### src/design/acs_pkg.sv
// Contract
// - Read-only 8-bit identification register holds a fixed firmware revision code.
// - Error bits are sticky; hardware never clears them; software writes zeros.
// - Error bit D7 sets when master clocks per frame period vary.
// - Error bit D5 sets when bit clocks per frame period vary.
// - Error bit D4 sets when the frame clock frequency changes.
// - Error bit D3 sets when frame clock phase drifts from internal sync.
// - D6 lock failure, D2 clipping, D1 protection faults; D0 reserved.
// - First control D7 enables the dc-blocking filter; default enabled.
// - First control D5 picks hard unmute (default) or soft unmute recovery.
// - First control D1-D0 selects de-emphasis: none, 32, 44.1, 48 kHz.
// - Format codes: right-justified 0-2, I2S 3-5, left-justified 6-8.
// - Second control D6 set keeps all outputs shut down; cleared plays.
// - Second control D7 enables the mid-level output ramp; default off.
// - Second control D3 selects the subchannel modulation scheme.
// - Second control D2 selects two bridge-tied or 2.1 output topology.
// - Second control D1 turns the address-select pin into a fault output.
package acs_pkg;

    // Register offsets on the serial control bus.
    localparam logic [7:0] ACS_OFS_ID     = 8'h01;
    localparam logic [7:0] ACS_OFS_ERR    = 8'h02;
    localparam logic [7:0] ACS_OFS_SYS1   = 8'h03;
    localparam logic [7:0] ACS_OFS_FMT    = 8'h04;
    localparam logic [7:0] ACS_OFS_SYS2   = 8'h05;

    // Error register bit positions.
    localparam int ACS_ERR_MCLK  = 7;
    localparam int ACS_ERR_PLL   = 6;
    localparam int ACS_ERR_SCLK  = 5;
    localparam int ACS_ERR_LRCLK = 4;
    localparam int ACS_ERR_SLIP  = 3;
    localparam int ACS_ERR_CLIP  = 2;
    localparam int ACS_ERR_PROT  = 1;
    localparam logic [7:0] ACS_ERR_MASK = 8'hFE;

    // First system control fields.
    localparam int ACS_S1_DCBLK  = 7;
    localparam int ACS_S1_HARDUM = 5;
    localparam int ACS_S1_DEEMH  = 1;
    localparam int ACS_S1_DEEML  = 0;
    localparam logic [7:0] ACS_S1_MASK  = 8'hA3;
    localparam logic [7:0] ACS_S1_RESET = 8'hA0;

    // Second system control fields.
    localparam int ACS_S2_MIDZ  = 7;
    localparam int ACS_S2_SHDN  = 6;
    localparam int ACS_S2_MOD   = 3;
    localparam int ACS_S2_TOPO  = 2;
    localparam int ACS_S2_ASEL  = 1;
    localparam logic [7:0] ACS_S2_MASK  = 8'hCE;
    localparam logic [7:0] ACS_S2_RESET = 8'h40;

    // Serial format codes.
    localparam logic [3:0] ACS_FMT_RESET   = 4'h5;
    localparam logic [3:0] ACS_FMT_LAST    = 4'h8;

    // Measurement widths in bits, tolerances in counts.
    localparam int ACS_EDGE_CW  = 12;
    localparam int ACS_FRAME_CW = 16;
    localparam int ACS_EDGE_TOL  = 1;
    localparam int ACS_FRAME_TOL = 1;

endpackage

### src/design/acs_flag_if.sv
`timescale 1ns/1ns
interface acs_flag_if;
    logic [7:0] set_vec;
    logic       clr_we;
    logic [7:0] clr_data;
    logic [7:0] flags;

    modport bank
    (
        input  set_vec,
        input  clr_we,
        input  clr_data,
        output flags
    );

    modport user
    (
        output set_vec,
        output clr_we,
        output clr_data,
        input  flags
    );
endinterface

### src/design/acs_sticky_bank.sv
`timescale 1ns/1ns
module acs_sticky_bank
    import acs_pkg::*;
(
    // Clock and reset.
    input  wire logic  core_clk_i,
    input  wire logic  rst_n_i,
    // Flag access.
    acs_flag_if.bank   flag_port
);
    typedef struct packed {
        logic [7:0] flags;
    } acs_bank_state_t;

    acs_bank_state_t state_reg;
    acs_bank_state_t state_next;

    // A write of zero clears a bit, but a new event in that cycle wins.
    always_comb
    begin
        state_next = state_reg;
        if (flag_port.clr_we)
        begin
            state_next.flags = state_reg.flags & flag_port.clr_data;
        end
        state_next.flags = (state_next.flags | flag_port.set_vec)
                           & ACS_ERR_MASK;
    end

    always_ff @(posedge core_clk_i or negedge rst_n_i)
    begin
        if (!rst_n_i)
        begin
            state_reg <= '0;
        end
        else
        begin
            state_reg <= state_next;
        end
    end

    assign flag_port.flags = state_reg.flags;
endmodule

### src/design/acs_rate_meter.sv
`timescale 1ns/1ns
module acs_rate_meter
#(
    parameter int CW  = 12,
    parameter int TOL = 1
)
(
    // Clock and reset.
    input  wire logic          core_clk_i,
    input  wire logic          rst_n_i,
    // Events.
    input  wire logic          tick_i,
    input  wire logic          frame_i,
    // Results.
    output logic [CW-1:0]      count_o,
    output logic               changed_o
);
    typedef struct packed {
        logic [CW-1:0] cnt;
        logic [CW-1:0] last;
        logic          valid;
        logic          changed;
    } acs_meter_state_t;

    acs_meter_state_t state_reg;
    acs_meter_state_t state_next;
    logic [CW-1:0]    diff;

    // Counts ticks per frame and flags a count that moved beyond tolerance.
    always_comb
    begin
        state_next = state_reg;
        state_next.changed = 1'b0;
        diff = (state_reg.cnt > state_reg.last)
             ? state_reg.cnt - state_reg.last
             : state_reg.last - state_reg.cnt;
        if (frame_i)
        begin
            if (state_reg.valid && (diff > CW'(TOL)))
            begin
                state_next.changed = 1'b1;
            end
            state_next.last  = state_reg.cnt;
            state_next.valid = 1'b1;
            state_next.cnt   = tick_i ? CW'(1) : '0;
        end
        else if (tick_i && (state_reg.cnt != '1))
        begin
            state_next.cnt = state_reg.cnt + CW'(1);
        end
    end

    always_ff @(posedge core_clk_i or negedge rst_n_i)
    begin
        if (!rst_n_i)
        begin
            state_reg <= '0;
        end
        else
        begin
            state_reg <= state_next;
        end
    end

    assign count_o   = state_reg.last;
    assign changed_o = state_reg.changed;
endmodule

### src/design/acs_regs.sv
`timescale 1ns/1ns
module acs_regs
    import acs_pkg::*;
#(
    // Identification value; this value is arbitrary.
    parameter logic [7:0] ID_CODE = 8'h5A
)
(
    // Clock and reset.
    input  wire logic        core_clk_i,
    input  wire logic        rst_n_i,

    // Register access from the serial control bus.
    input  wire logic [7:0]  reg_addr_i,
    input  wire logic        reg_wr_i,
    input  wire logic [7:0]  reg_wdata_i,
    input  wire logic        reg_rd_i,
    output logic [7:0]       reg_rdata_o,
    output logic             reg_rvalid_o,

    // Audio clock pins, sampled as levels.
    input  wire logic        mclk_i,
    input  wire logic        sclk_i,
    input  wire logic        lrclk_i,

    // Fault sources.
    input  wire logic        pll_unlock_i,
    input  wire logic        clip_i,
    input  wire logic        prot_fault_i,

    // Address-select pin.
    input  wire logic        addr_sel_pin_i,
    output logic             addr_sel_pin_o,
    output logic             addr_sel_pin_oe_n_o,
    output logic             addr_sel_level_o,

    // Control outputs.
    output logic             dc_block_en_o,
    output logic             hard_unmute_o,
    output logic [1:0]       deemph_sel_o,
    output logic [3:0]       serial_format_o,
    output logic             midz_ramp_en_o,
    output logic             shutdown_o,
    output logic             modulation_scheme_second_o,
    output logic             single_ended_output_o,
    output logic             bridge_tied_output_o,
    output logic             clock_error_o
);
    typedef struct packed {
        logic                    mclk_prev;
        logic                    sclk_prev;
        logic                    lrclk_prev;
        logic [ACS_FRAME_CW-1:0] sync_cnt;
        logic                    sync_valid;
        logic                    slip;
        logic [7:0]              sys1;
        logic [3:0]              fmt;
        logic [7:0]              sys2;
        logic [7:0]              rdata;
        logic                    rvalid;
        logic                    pin_out;
        logic                    pin_level;
        logic                    clk_err;
    } acs_regs_state_t;

    acs_regs_state_t state_reg;
    acs_regs_state_t state_next;

    acs_flag_if flag_bus ();

    logic                    mclk_rise;
    logic                    sclk_rise;
    logic                    frame_start;
    logic [ACS_EDGE_CW-1:0]  mclk_count;
    logic [ACS_EDGE_CW-1:0]  sclk_count;
    logic [ACS_FRAME_CW-1:0] frame_period;
    logic                    mclk_changed;
    logic                    sclk_changed;
    logic                    frame_changed;
    logic                    wr_err;
    logic [7:0]              events;

    assign mclk_rise   = mclk_i & ~state_reg.mclk_prev;
    assign sclk_rise   = sclk_i & ~state_reg.sclk_prev;
    assign frame_start = lrclk_i & ~state_reg.lrclk_prev;

    // Master clocks per frame period.
    acs_rate_meter #(
        .CW  (ACS_EDGE_CW),
        .TOL (ACS_EDGE_TOL)
    ) u_mclk_meter (
        .core_clk_i (core_clk_i),
        .rst_n_i    (rst_n_i),
        .tick_i     (mclk_rise),
        .frame_i    (frame_start),
        .count_o    (mclk_count),
        .changed_o  (mclk_changed)
    );

    // Bit clocks per frame period.
    acs_rate_meter #(
        .CW  (ACS_EDGE_CW),
        .TOL (ACS_EDGE_TOL)
    ) u_sclk_meter (
        .core_clk_i (core_clk_i),
        .rst_n_i    (rst_n_i),
        .tick_i     (sclk_rise),
        .frame_i    (frame_start),
        .count_o    (sclk_count),
        .changed_o  (sclk_changed)
    );

    // Frame period in core clocks, which tracks the frame rate.
    acs_rate_meter #(
        .CW  (ACS_FRAME_CW),
        .TOL (ACS_FRAME_TOL)
    ) u_frame_meter (
        .core_clk_i (core_clk_i),
        .rst_n_i    (rst_n_i),
        .tick_i     (1'b1),
        .frame_i    (frame_start),
        .count_o    (frame_period),
        .changed_o  (frame_changed)
    );

    // Event vector for the sticky error register.
    always_comb
    begin
        events = '0;
        events[ACS_ERR_MCLK]  = mclk_changed;
        events[ACS_ERR_SCLK]  = sclk_changed;
        events[ACS_ERR_LRCLK] = frame_changed;
        events[ACS_ERR_SLIP]  = state_reg.slip;
        events[ACS_ERR_PLL]   = pll_unlock_i;
        events[ACS_ERR_CLIP]  = clip_i;
        events[ACS_ERR_PROT]  = prot_fault_i;
    end

    assign wr_err            = reg_wr_i && (reg_addr_i == ACS_OFS_ERR);
    assign flag_bus.set_vec  = events;
    assign flag_bus.clr_we   = wr_err;
    assign flag_bus.clr_data = reg_wdata_i;

    acs_sticky_bank u_err_bank (
        .core_clk_i (core_clk_i),
        .rst_n_i    (rst_n_i),
        .flag_port  (flag_bus.bank)
    );

    always_comb
    begin
        state_next = state_reg;
        state_next.mclk_prev  = mclk_i;
        state_next.sclk_prev  = sclk_i;
        state_next.lrclk_prev = lrclk_i;
        state_next.slip       = 1'b0;
        state_next.rvalid     = 1'b0;

        // The internal frame sync free-runs on the last measured period.
        if (state_reg.sync_cnt >= frame_period - ACS_FRAME_CW'(1))
        begin
            state_next.sync_cnt = '0;
        end
        else
        begin
            state_next.sync_cnt = state_reg.sync_cnt + ACS_FRAME_CW'(1);
        end

        // An aligned frame edge meets the sync at count zero.
        if (frame_start)
        begin
            if (state_reg.sync_valid
                && (state_reg.sync_cnt > ACS_FRAME_CW'(ACS_FRAME_TOL))
                && (state_reg.sync_cnt < frame_period
                    - ACS_FRAME_CW'(ACS_FRAME_TOL)))
            begin
                state_next.slip = 1'b1;
            end
            state_next.sync_cnt   = ACS_FRAME_CW'(1);
            state_next.sync_valid = (frame_period != '0);
        end

        // Register writes keep only defined bits.
        if (reg_wr_i)
        begin
            case (reg_addr_i)
                ACS_OFS_SYS1:
                begin
                    state_next.sys1 = reg_wdata_i & ACS_S1_MASK;
                end
                ACS_OFS_FMT:
                begin
                    // Reserved codes are ignored and the format holds.
                    if (reg_wdata_i[3:0] <= ACS_FMT_LAST
                        && reg_wdata_i[7:4] == 4'h0)
                    begin
                        state_next.fmt = reg_wdata_i[3:0];
                    end
                end
                ACS_OFS_SYS2:
                begin
                    state_next.sys2 = reg_wdata_i & ACS_S2_MASK;
                end
                default:
                begin
                    state_next.sys1 = state_reg.sys1;
                end
            endcase
        end

        // Reads answer one cycle later; unmapped offsets read as zero.
        if (reg_rd_i)
        begin
            state_next.rvalid = 1'b1;
            case (reg_addr_i)
                ACS_OFS_ID:
                begin
                    state_next.rdata = ID_CODE;
                end
                ACS_OFS_ERR:
                begin
                    state_next.rdata = flag_bus.flags;
                end
                ACS_OFS_SYS1:
                begin
                    state_next.rdata = state_reg.sys1;
                end
                ACS_OFS_FMT:
                begin
                    state_next.rdata = {4'h0, state_reg.fmt};
                end
                ACS_OFS_SYS2:
                begin
                    state_next.rdata = state_reg.sys2;
                end
                default:
                begin
                    state_next.rdata = 8'h00;
                end
            endcase
        end

        // In the output role the pin shows the protection fault, low active.
        state_next.pin_out = ~prot_fault_i;
        if (!state_reg.sys2[ACS_S2_ASEL])
        begin
            state_next.pin_level = addr_sel_pin_i;
        end

        state_next.clk_err = mclk_changed | sclk_changed
                             | frame_changed | state_reg.slip;
    end

    always_ff @(posedge core_clk_i or negedge rst_n_i)
    begin
        if (!rst_n_i)
        begin
            state_reg            <= '0;
            state_reg.sys1       <= ACS_S1_RESET;
            state_reg.fmt        <= ACS_FMT_RESET;
            state_reg.sys2       <= ACS_S2_RESET;
            state_reg.pin_out    <= 1'b1;
        end
        else
        begin
            state_reg <= state_next;
        end
    end

    // Register-bus answer.
    assign reg_rdata_o  = state_reg.rdata;
    assign reg_rvalid_o = state_reg.rvalid;

    // First control register fields.
    assign dc_block_en_o = state_reg.sys1[ACS_S1_DCBLK];
    assign hard_unmute_o = state_reg.sys1[ACS_S1_HARDUM];
    assign deemph_sel_o  = state_reg.sys1[ACS_S1_DEEMH:ACS_S1_DEEML];

    // Serial word format.
    assign serial_format_o = state_reg.fmt;

    // Second control register fields.
    assign midz_ramp_en_o             = state_reg.sys2[ACS_S2_MIDZ];
    assign shutdown_o                 = state_reg.sys2[ACS_S2_SHDN];
    assign modulation_scheme_second_o = state_reg.sys2[ACS_S2_MOD];
    assign single_ended_output_o      = state_reg.sys2[ACS_S2_TOPO];
    assign bridge_tied_output_o       = ~state_reg.sys2[ACS_S2_TOPO];

    // Address-select pin role.
    assign addr_sel_pin_o      = state_reg.pin_out;
    assign addr_sel_pin_oe_n_o = ~state_reg.sys2[ACS_S2_ASEL];
    assign addr_sel_level_o    = state_reg.pin_level;

    assign clock_error_o = state_reg.clk_err;
endmodule

### config.mk
export PLATFORM = sky130hd
export DESIGN_NAME = acs_regs
export DESIGN_NICKNAME = d
export VERILOG_FILES = /design/src/design/acs_pkg.sv /design/src/design/acs_flag_if.sv /design/src/design/acs_sticky_bank.sv /design/src/design/acs_rate_meter.sv /design/src/design/acs_regs.sv
export SDC_FILE = /design/constraint.sdc
export NUM_CORES = 1
export LEC_CHECK = 0
export BUFFER_PORTS_ARGS = -buffer_cell sky130_fd_sc_hd__buf_4
export CAP_MARGIN = 20
export CORE_UTILIZATION = 45
export DETAILED_ROUTE_END_ITERATION = 6
export PLACE_DENSITY = 0.61
export REMOVE_ABC_BUFFERS = 1
export SLEW_MARGIN = 25
export SYNTH_ARGS = -nofsm -noshare
export SYNTH_HDL_FRONTEND = slang
export SYNTH_SLANG_ARGS = --single-unit
### constraint.sdc
create_clock -name core_clk_i -period 3.3 [get_ports core_clk_i]
set_clock_uncertainty 0.15 [all_clocks]
set_input_delay 0.33 -clock core_clk_i [delete_from_list [all_inputs] [get_ports core_clk_i]]
set_output_delay 0.33 -clock core_clk_i [all_outputs]
set_load 0.03 [all_outputs]
# Word-level counts from Yosys, hierarchy flattened

Index checks and enable logic that the tools add are counted.

Register bits after elaboration: 137
Bits of input ports: 27
Output and inout bits: 26

$add $sub $neg: 11
Magnitude comparators: 10
Equal/unequal tests: 8
Multiplexer cells: 23
Bitwise gates (word level): 14
Reduce and logical (&&, ||, !) cells: 17

Operators by type and width:

| cell                                                 | number |
|---|---|
| 2-to-1 mux 12 bit                                    | 6 |
| 2-to-1 mux 16 bit                                    | 4 |
| subtractor 12 bit                                    | 4 |
| case mux 8 bit (5 select lines)                      | 1 |
| adder 16 x 1 -> 16 bit (second input constant)       | 2 |
| > comparator 16 x 1 -> 1 bit (second input constant) | 2 |
| subtractor 16 bit                                    | 2 |
| adder 12 x 1 -> 12 bit (second input constant)       | 2 |
| > comparator 12 x 1 -> 1 bit (second input constant) | 2 |
| > comparator 12 bit                                  | 2 |
| inequality test 12 bit (second input constant)       | 2 |
| 2-to-1 mux 18 bit                                    | 1 |
| == test 8 x 2 -> 1 bit (second input constant)       | 2 |
| == test 8 x 3 -> 1 bit (second input constant)       | 2 |
| greater-or-equal comparator 16 bit                   | 1 |
| > comparator 16 bit                                  | 1 |
| less-than comparator 16 bit                          | 1 |
| inequality test 16 bit (second input constant)       | 1 |
| nonzero test 16 bit                                  | 1 |
| subtractor 16 x 1 -> 16 bit (second input constant)  | 1 |
| 2-to-1 mux 1 bit                                     | 10 |
| logical AND 1 bit                                    | 9 |
| AND 8 bit                                            | 1 |
| == test 8 x 1 -> 1 bit (second input constant)       | 1 |
| other kinds (10)                                     | 22 |

# Depth between registers and ports, before layout

Word-level depth: 6
Depth in mapped cells: 16

# Modules after synthesis

Synthesis repeated with hierarchy kept, for this count alone.

Cell total of the unflattened synthesis: 1354
Area, all modules: 11471.0 µm²

Modules (own cells, without submodules):

| module                            | times used | cells an instance | area each (µm²) | sequential area each (µm²) |
|---|---|---|---|---|
| acs_rate_meter (u_mclk_meter ...) | 2          | 301               | 2423.6          | 650.6 |
| acs_rate_meter (u_frame_meter)    | 1          | 428               | 3383.2          | 850.8 |
| acs_regs                          | 1          | 301               | 2957.8          | 1158.6 |
| acs_sticky_bank                   | 1          | 23                | 282.8           | 175.2 |

# Worst setup path after synthesis

OpenSTA, ideal clock, no wires.

Path type: register to register
Start: reg u_frame_meter.state_reg, in the netlist u_frame_meter.count_o[3]
End: reg state_reg[40] in the netlist's numbering
Data arrival time: 3.057 ns
Path slack: 0.020 ns
Cell stages (with the launch flop): 17
Clock period less this slack: 3.280 ns
Path through: dfrtp_1 > inv_1 > nand4_1 > nor4_1 > nand2_1 > nor2_1 > nand4_1 > xnor2_1 > ha_1 > a21o_1 > a21o_1 > a21oi_1 > o21ai_0 > nor3_1 > nand3_1 > clkbuf_1 > nor2_1

RTL lines:

| element                | RTL line             | RTL |
|---|---|---|
| start, declared        | acs_rate_meter.sv:25 | `acs_meter_state_t state_reg;` |
| start signal, assigned | acs_rate_meter.sv:61 | `state_reg <= state_next;` |
| end signal, assigned   | acs_regs.sv:266      | `state_reg <= state_next;` |
| end, declared          | acs_regs.sv:66       | `acs_regs_state_t state_reg;` |

==> run metrics <==
status finished clean; CP required between 3 and 4 ns; worst-path cell with the longest stage delay dfrtp_1; most common library cells after synthesis 131 x dfrtp_1, 122 x inv_1, 112 x nor2_1, 104 x nand2_1, 100 x ha_1; Tot Pwr approximately 7.8 mW; vias per inst between 5 and 6; Final HPWL DP 20700 um; Core Region roughly 23000 um2; worst slew pin tran roughly 0.67 ns; non-filler instance count after layout approximately 1700; RSZ-0062 raised after global routing yes; cts bufs inserted 17; ys async rst share 100%; leakage approximately 5.6 nW; area grow syn2layout 17.9%; crit path time final approximately 3.2 ns; synthesized instance count about 1300; fmax around 310 MHz; Post-Syn Area per Cell between 8 and 9 um2; crit-path max FO 8; vias in the first global route 8845; Remaining DRCs 0; power density over the cells ~620 nW/um2; Die Area ~24000 um2; io pins 53; Finished Cell Area 12500 um2; post-synthesis sequential area ratio 32.3%; dpl cell area between 10000 and 15000 um2; Tcrit/Tclk final between 90% and 100%; Clock Latency Late Sink about 0.43 ns; site row count 55; worst path cell trace inv_2 -> nand4_1 -> nor4_4 -> nand2_1 -> nor2_2 -> nand4_1 -> xnor2_1 -> ha_1 -> a21o_1 -> a21o_1 -> a21oi_2 -> o21ai_2 -> nor3_2 -> nand3_2 -> buf_12 -> nor2_4; final setup fails 0; post-synth cell types 77; Yosys top cell area share ~30%; post-synth top area cell dfrtp_1; register bit count reported by yosys 137; Cells on Worst Hold Path 3; overall routing resource usage roughly 23%; CTS root buf clkbuf_16; largest net degree at the start of global routing approximately 70; first-pass GRT wire length between 40000 and 50000 um; Setup crit end kind flop; 1st-pass router iterations 5; CP arrival between 3 and 4 ns; VDD IR max about 0.00034 V; Initial Utilization 46.4%; count leader, synth dfrtp_1; Crit path largest cell delay a little under 0.4 ns; max_slew headroom around 55%; Clock Sinks ~140; Routed WL per cell 16.3 um; CTS clk-pin slew, worst paths ~0.080 ns; Crit Path Class flop to flop; placed cell count roughly 1600; total negative slack 0 ns; Final Util between 50% and 60%; Nets between 1000 and 1500; layout cells sized above 1 between 15 and 20%; WL final around 27000 um; Inserted Diodes 0; EDFF count, synth 0; initial antenna violation count 0; max reg flops 21; grt ovf 0; final hold vios 0; Slew Limit Fails 0; Reg2Reg Depth 16; Top FF cell, synth dfrtp_1; Initial DRC Count 606; Final WS setup between 0.05 and 0.06 ns; Die Wd 156 um; HP Class input port to flop; CP startpoint kind flop; remaining antenna violation count 0; Post-Place Worst Slack -0.00782 ns; IO buf count 52; clock tree buffer depth 2; die height ~160 um; Hold WS around 0.018 ns; max_cap viols 0; number of synthesis warnings 0; H-tree levels 4; CTS tree done; mapped cell area between 10000 and 15000 um2; gpl congestion approximately 0.92; Synth area leaders dfrtp_1 31%, ha_1 12%, xnor2_1 5.4%, o21ai_0 4.5%, inv_1 4.3%; DR vias 9260
[cell families (layout without fill, tap and decap cells)]
kind of cell,count (synthesis),count (layout),share of synthesized area (%)
buffers and inverters,182,286,7.35
AO/OA/AOI/OAI,315,315,19.0
flip-flops,137,137,32.3
multiplexers,31,31,3.11
adder cells (fa/ha/maj),106,106,12.9
XOR/XNOR,78,78,6.43
AND/OR/NAND/NOR,412,412,18.8
[final cells by class]
class | instances | area (um2)
fill | 2128 | 10400
multi-input combinational | 942 | 6630
sequential | 137 | 3440
timing repair buffer | 132 | 1050
inverter | 122 | 458
clock buffer | 17 | 425
tap | 313 | 392
clock inverter | 15 | 131
[timing repair]
item,in CTS,in global routing
endpoints found under the hold margin,74,0
gates cloned,0,1
gates resized for setup,2,57
buffers inserted,1,4
pin swaps,1,31
hold buffers,10,0
endpoints found under the setup margin,12,20
[power by group]
group	switching, mW	leakage [nW]	internal [mW]	total, mW
sequential	0.134	1.79	1.80	1.93
combinational	2.14	3.52	1.88	4.03
clock	0.836	0.273	0.992	1.83
total	3.11	5.58	4.67	7.78
[cells in the final DEF (no fill, tap or decap), types with 12 or more instances in the layout]
cell,synthesis,final
a21o_1,20,20
a21oi_1,71,69
a31oi_1,15,15
and3_1,15,15
buf_4,17,118
clkbuf_16,0,17
dfrtp_1,131,130
ha_1,100,100
inv_1,122,119
mux2_2,15,15
mux2i_1,15,15
nand2_1,104,104
nand2b_1,13,13
nand3_1,37,36
nand4_1,28,28
nor2_1,112,96
nor2b_1,19,18
nor3_1,30,29
nor4_1,18,15
o211ai_1,13,13
o21a_1,17,17
o21ai_0,96,94
o22ai_1,12,12
xnor2_1,65,65
xor2_1,13,13
[path summary, 6_finish.rpt]
kind / from / end / slack (ns)
max in group asynchronous: rst_n_i / u_mclk_meter.state_reg[24] / 1.92
min in group asynchronous: rst_n_i / u_sclk_meter.count_o[6] / 0.35
worst max-delay path: u_frame_meter.count_o[4] / state_reg[46] / 0.05
worst min register to register: events[3] / u_err_bank.flag_port.flags[3] / 0.32
worst max register to register: u_frame_meter.count_o[4] / state_reg[46] / 0.05
worst min-delay path: reg_wdata_i[1] / state_reg[13] / 0.02
[worst max-delay path, delay by kind of cell (launching register included)]
kind / cells / cell delay [ns]
AOI/OAI and AO/OA: 4 / 0.56
xor gates and xnor gates: 1 / 0.21
adders and majority gates: 1 / 0.28
buffers and inverters: 2 / 0.26
DFF: 1 / 0.39
and+or+nand+nor: 8 / 1.31
[routing by layer]
metal	GRT usage [%]	wire length (um)	up-vias
li1	-	-	4579
met1	32.2	13200	4393
met2	36.8	12300	241
met3	3.64	1270	47
met4	7.42	615	0
met5	0	0	-
Note: power is estimated with default switching activity, not from simulation.
